`config.mk`:
```
export PLATFORM = sky130hd
export DESIGN_NAME = dsl_lamp
export DESIGN_NICKNAME = d
export VERILOG_FILES = /design/src/hw/dsl_pkg.sv /design/src/hw/dsl_blink.sv /design/src/hw/dsl_lamp.sv
export SDC_FILE = /design/constraint.sdc
export NUM_CORES = 1
export LEC_CHECK = 0
export ABC_AREA = 1
export CAP_MARGIN = 10
export CELL_PAD_IN_SITES_DETAIL_PLACEMENT = 1
export CELL_PAD_IN_SITES_GLOBAL_PLACEMENT = 1
export CORE_UTILIZATION = 43
export CTS_BUF_LIST = sky130_fd_sc_hd__clkbuf_8
export CTS_CLUSTER_SIZE = 28
export DETAILED_ROUTE_END_ITERATION = 10
export DONT_BUFFER_PORTS = 1
export GPL_ROUTABILITY_DRIVEN = 0
export PLACE_DENSITY = 0.77
export SYNTH_ARGS = -nofsm -noshare
export SYNTH_HDL_FRONTEND = slang
export SYNTH_SLANG_ARGS = --single-unit
```
`constraint.sdc`:
```
create_clock -name mclk -period 1.3 [get_ports mclk]
set_input_delay 0.065 -clock mclk [delete_from_list [all_inputs] [get_ports mclk]]
set_output_delay 0.065 -clock mclk [all_outputs]
set_load 0.03 [all_outputs]
```
`src/hw/dsl_pkg.sv`:
```
// Constants and types for the drive status lamp controller.
package dsl_pkg;

  // ****************************************
  // Timing
  // ****************************************
  localparam int CLK_FREQ_HZ = 50000000;
  localparam int BLINK_HALF_MS = 500;
  localparam int BLINK_HALF_CYCLES = CLK_FREQ_HZ / 1000 * BLINK_HALF_MS;
  localparam int BLINK_CNT_W = 25;
  localparam logic [24:0] BLINK_LAST = 25'(BLINK_HALF_CYCLES - 1);

  // ****************************************
  // Spindle state encoding
  // ****************************************
  typedef enum logic [1:0] {
    DSL_SPUN_DOWN = 2'h0,
    DSL_SPINNING_UP = 2'h1,
    DSL_SPUN_UP = 2'h3,
    DSL_SPINNING_DOWN = 2'h2
  } dsl_spin_type;

  // Mode page that holds the meaning select bit.
  localparam logic [7:0] MEANING_PAGE_CODE = 8'h19;

endpackage
```
`src/hw/dsl_blink.sv`:
```
// Half-second blink phase generator for spin transitions.
`timescale 1ns/1ps
`default_nettype none
module dsl_blink (
  input wire logic mclk,
  input wire logic sys_rst,
  input wire logic restart,
  input wire logic run,
  output logic phase
);
  import dsl_pkg::*;

  logic [24:0] count;
  wire at_last = (count == BLINK_LAST);

  // Counts half periods and flips the phase; restart begins lit.
  always_ff @(posedge mclk or posedge sys_rst) begin
    if (sys_rst) begin
      count <= 25'h000_0000;
      phase <= 1'b0;
    end else if (restart) begin
      count <= 25'h000_0000;
      phase <= 1'b1;
    end else if (run) begin
      count <= at_last ? 25'h000_0000 : count + 25'h000_0001;
      if (at_last) begin
        phase <= ~phase;
      end
    end
  end

  // Assertion: outside a restart, phase only flips after a full half period of counting.
  property p_blink_hold;
    @(posedge mclk) disable iff (sys_rst)
      (run && !restart && !at_last) |=> $stable(phase);
  endproperty
  a_blink_hold: assert property (p_blink_hold) else $error("blink phase moved early");

endmodule
`default_nettype wire

```
`src/hw/dsl_lamp.sv`:
```
// Top level of the drive status lamp controller.
`timescale 1ns/1ps
`default_nettype none
module dsl_lamp (
  input wire logic mclk,
  input wire logic sys_rst,
  input wire dsl_pkg::dsl_spin_type spin_state,
  input wire logic cmd_active,
  input wire logic format_active,
  input wire logic cyl_change,
  input wire logic lamp_meaning_select,
  input wire logic status_lamp_in,
  output logic status_lamp_out,
  output logic status_lamp_oe
);
  import dsl_pkg::*;

  // ****************************************
  // Decoding
  // ****************************************
  logic lamp_on;
  logic blink_phase;
  logic fmt_lamp;
  dsl_spin_type last_spin;

  // Spin transition detection.
  wire in_transition = (spin_state == DSL_SPINNING_UP) || (spin_state == DSL_SPINNING_DOWN);
  wire trans_start = in_transition && (last_spin != spin_state);
  wire spun_up = (spin_state == DSL_SPUN_UP);
  // Activity meaning: down follows activity, up follows activity xor not select.
  wire act_lamp = spun_up ? (cmd_active ~^ lamp_meaning_select)
                          : cmd_active;
  // Blink first, then format toggle, then activity; a fresh transition lights at once.
  wire next_lamp_on = in_transition ? (trans_start | blink_phase)
                    : format_active ? fmt_lamp : act_lamp;

  dsl_blink u_blink (
    .mclk(mclk),
    .sys_rst(sys_rst),
    .restart(trans_start),
    .run(in_transition),
    .phase(blink_phase)
  );

  // Format toggle: loads the present lamp at format start, flips per cylinder.
  always_ff @(posedge mclk or posedge sys_rst) begin
    if (sys_rst) begin
      fmt_lamp <= 1'b0;
    end else if (!format_active) begin
      fmt_lamp <= next_lamp_on; // Tracks the lamp so format starts from its present state.
    end else if (cyl_change) begin
      fmt_lamp <= ~fmt_lamp;
    end
  end

  // Registered lamp state and open-drain pin drive.
  always_ff @(posedge mclk or posedge sys_rst) begin
    if (sys_rst) begin
      last_spin <= DSL_SPUN_DOWN;
      lamp_on <= 1'b0;
      status_lamp_out <= 1'b0;
      status_lamp_oe <= 1'b0;
    end else begin
      last_spin <= spin_state;
      lamp_on <= next_lamp_on;
      status_lamp_out <= 1'b0;
      status_lamp_oe <= next_lamp_on;
    end
  end

  // ****************************************
  // Assertions
  // ****************************************
  property p_down_idle;
    @(posedge mclk) disable iff (sys_rst)
      (spin_state == DSL_SPUN_DOWN && !cmd_active && !format_active) |=> !status_lamp_oe;
  endproperty
  a_down_idle: assert property (p_down_idle) else $error("lamp lit while down and idle");

  property p_down_busy;
    @(posedge mclk) disable iff (sys_rst)
      (spin_state == DSL_SPUN_DOWN && cmd_active && !format_active) |=> status_lamp_oe;
  endproperty
  a_down_busy: assert property (p_down_busy) else $error("lamp dark while down and busy");

  property p_up_idle;
    @(posedge mclk) disable iff (sys_rst)
      (spun_up && !cmd_active && !format_active) |=> (status_lamp_oe == !$past(lamp_meaning_select));
  endproperty
  a_up_idle: assert property (p_up_idle) else $error("wrong lamp when up and idle");

  property p_up_busy;
    @(posedge mclk) disable iff (sys_rst)
      (spun_up && cmd_active && !format_active) |=> (status_lamp_oe == $past(lamp_meaning_select));
  endproperty
  a_up_busy: assert property (p_up_busy) else $error("wrong lamp when up and busy");

  property p_trans_lit;
    @(posedge mclk) disable iff (sys_rst)
      trans_start |=> status_lamp_oe;
  endproperty
  a_trans_lit: assert property (p_trans_lit) else $error("blink did not restart lit");

  property p_fmt_toggle;
    @(posedge mclk) disable iff (sys_rst)
      (format_active && !in_transition && cyl_change) ##1 (format_active && !in_transition)
        |=> (status_lamp_oe != $past(status_lamp_oe));
  endproperty
  a_fmt_toggle: assert property (p_fmt_toggle) else $error("format toggle missed");

  property p_never_high;
    @(posedge mclk) disable iff (sys_rst)
      status_lamp_oe |-> !status_lamp_out;
  endproperty
  a_never_high: assert property (p_never_high) else $error("lamp pin driven high");

  property p_trans_blink;
    @(posedge mclk) disable iff (sys_rst)
      (in_transition && !trans_start) |=> (status_lamp_oe == $past(blink_phase));
  endproperty
  a_trans_blink: assert property (p_trans_blink) else $error("lamp not following blink");

endmodule
`default_nettype wire

```
==> impl_metrics.yaml <==
grt:
  grtUsageMet3_pct: 8.11
  use_met1_pct: 45.7
  grt_pass1_vias: 2301
  grt_max_degree: 31
  grt_busiest_layer: "met2"
  globalRouteMet2Util_pct: 64.0
  grt-ovfl-total: 0
  antenna_found_initial: 0
  grt_pass1_wl_um: 12100
  track_usage_pct: 38.3
timing:
  rsz0062_at_grt: "true"
  fin_ws_ns: -0.508
  timing.final.crit_share_pct: 139
  skew_ns: 0.00731
  period_minus_slack_ns: 1.81
  hold_violations: 0
  drv_slew: 0
  whs_ns: 0.170
  finalSetupTns_ns: -11.19
  max_freq_mhz: 553
  finalSetupViolations: 28
layout:
  area_growth_pct: 46.9
  drive_gt1_share_pct: 37.3
  n_antenna_cell: 0
  fin_nets: 333
  fin_cells: 372
routing:
  ant_nets: 0
  vias: 2225
  wl_um: 9730
  drt-vias-per-instance: 5.98
  drt_iter0_drc: 162
  first_pass_iters: 5
  wl_per_cell_um: 26.2
  drc: 0
placed_design:
  dp_cells: 346
  hpwl_um: 4270
  portBuffers: 0
synth:
  synth_flop_cell: "dfrtp_1"
  yosysTopAreaCell: "dfrtp_1"
  ys_async_sr_fraction_pct: 100
  synth_area_um2: 1830
  ys_ff_latch: 30
  syn_inst: 252
  yosys-top-cells-area: "dfrtp_1, nand2_1, nand3_1"
  synth_edf_count: 0
  avgSynthCellArea_um2: 7.25
  synth_top_area_share_pct: 41.1
  yosysUniqueCellTypes: 27
  seq_area_frac_synth_pct: 41.1
  synth_fp_nets: 263
  ys_warn_count: 0
run_status:
  status: "finished with violations"
  violations: "setup timing"
cts:
  h-tree-depth: 2
  clkLatencyLatePin_ns: 0.31
  cts_sinks: 30
  cts_made_buffers: 5
  cts.path.max_buffers: 2
  clkTransAtPathRegs_ns: 0.07
  root_buffer: "clkbuf_8"
  cts_tree: "built"
critical_path:
  critPathCaptureType: "flop"
  critPathBufInv: 1
  worstPathCellList: "inv_1 > nand2_1 > nor2_1 > nand2_2 > nor2_4 > nand3_4 > nand2_4 > nor2_1"
  cpMostUsedCell: "nor2_1"
  cpPeakStageDelay_ns: 0.46
  path_delay_family: "simple AND/OR/NAND/NOR gates"
  cp.arrival_ns: 1.99
  critPathLaunchType: "flop"
  critical_path_peak_fanout: 7
  worstPathRequired_ns: 1.48
  crit_type: "flop to flop"
  slowest_stage: "dfrtp_1"
floorplan:
  core_um2: 4030
  io_pins: 11
  dieArea_um2: 4520
  num_rows: 23
  die_w_um: 67.2
  die_h_um: 67.2
  initial_core_util_pct: 45.4
flow_run:
  maxCapViolCount: 0
power:
  powerDensity_nw_per_um2: 802
  irDropWorstVdd_mv: 0.762
  leakagePower_nw: 1.31
  p_total_mw: 2.15
min_path:
  hold_class: "primary input to flop"
[cells in the final DEF, fill, tap and decap left out, drive strengths merged]
cell type	n
nor3	9
nor2	41
inv	30
buf	61
xnor2	6
dlygate4sd3	5
nand3	29
nor4	1
and2	1
dfrtp	30
clkbuf	5
xor2	8
nand2	80
a41oi	1
conb	1
o21ai	3
a21oi	4
ha	2
o211ai	1
nand4	4
[per-stage QoR]
stage | setup WS, ns | utilization, % | area, um^2
after detailed placement | -0.255 | 56.1 | 2260
after global placement | -0.159 | 56.1 | 2260
final | -0.508 | 66.6 | 2690
after global routing | -0.483 | 66.6 | 2690
after CTS | -0.194 | 63.8 | 2570
after floorplan | -0.0784 | - | 1870
[routing by layer]
layer / routed length [um] / part of all wire [%]
met3: 837 / 8.6
met5: 0 / 0
met1: 3620 / 37
met2: 4580 / 47
met4: 688 / 7.1
[kinds of logic after synthesis]
family,Yosys count,share of synthesized area [%]
XOR/XNOR,14,6.71
other,1,0.205
AND/OR/NAND/NOR,164,40.5
AO/OA/AOI/OAI,9,2.81
adder cells (fa/ha/maj),2,1.37
flip-flops,30,41.1
buffers and inverters,32,7.39
[path summary, 6_finish.rpt]
| path | startpoint | endpoint | slack, ns | cells past startpoint |
|---|---|---|---|---|
| min | cmd_active | status_lamp_oe$_DFF_PP0_ | 0.17 | 4 |
| max reg2reg | u_blink.count[8]$_DFFE_PP0P_ | u_blink.count[9]$_DFFE_PP0P_ | -0.51 | 8 |
| min in group asynchronous | sys_rst | last_spin[0]$_DFF_PP0_ | 0.33 | 3 |
| max | u_blink.count[8]$_DFFE_PP0P_ | u_blink.count[9]$_DFFE_PP0P_ | -0.51 | 8 |
| min reg2reg | u_blink.phase$_DFFE_PP0P_ | u_blink.phase$_DFFE_PP0P_ | 0.63 | 2 |
| max in group asynchronous | sys_rst | u_blink.count[10]$_DFFE_PP0P_ | 0.65 | 3 |
[cells in the mapped netlist (2+ instances only)]
cell / n
nor2_1: 34
nand2_1: 74
nor2_4: 2
nand3_1: 28
inv_2: 2
ha_1: 2
nor3_1: 8
nand4_1: 4
a21oi_1: 4
xor2_1: 8
clkbuf_1: 2
xnor2_1: 6
dfrtp_1: 30
inv_1: 26
nand2_2: 4
o21ai_0: 3
nor2_2: 5
[final cells by class]
cell class | instances | area [um^2]
Inverter | 28 | 113
Clock inverter | 2 | 7.51
Multi-Input combinational cell | 191 | 1170
Fill cell | 470 | 1340
Sequential cell | 30 | 752
Clock buffer | 5 | 68.8
Tap cell | 50 | 62.6
Timing Repair Buffer | 66 | 515
[report_power, final]
part / internal [mW] / switching (mW)
combinational: 0.130 / 0.230
sequential: 0.967 / 0.0455
clock: 0.354 / 0.428
[tightest hold or removal path: cells and delay by family]
family / cells / cell delay, ns
compound gates: 1 / 0.10
xor+xnor: 1 / 0.08
simple gates: 2 / 0.18
[sequential cells by signal (all words and copies together) (netlist names)]
register and count:
u_blink.phase 1, u_blink.count 25, last_spin 2, status_lamp_oe 1
fmt_lamp 1
[what timing repair did]
item	in CTS	in global routing
pin swaps	16	10
hold buffers	5	0
endpoints found under the setup margin	26	27
gates resized for setup	31	18
hold endpoints to repair	33	0
cloned	1	0
buffers inserted	6	7
Power figures use the tool's default switching activity.
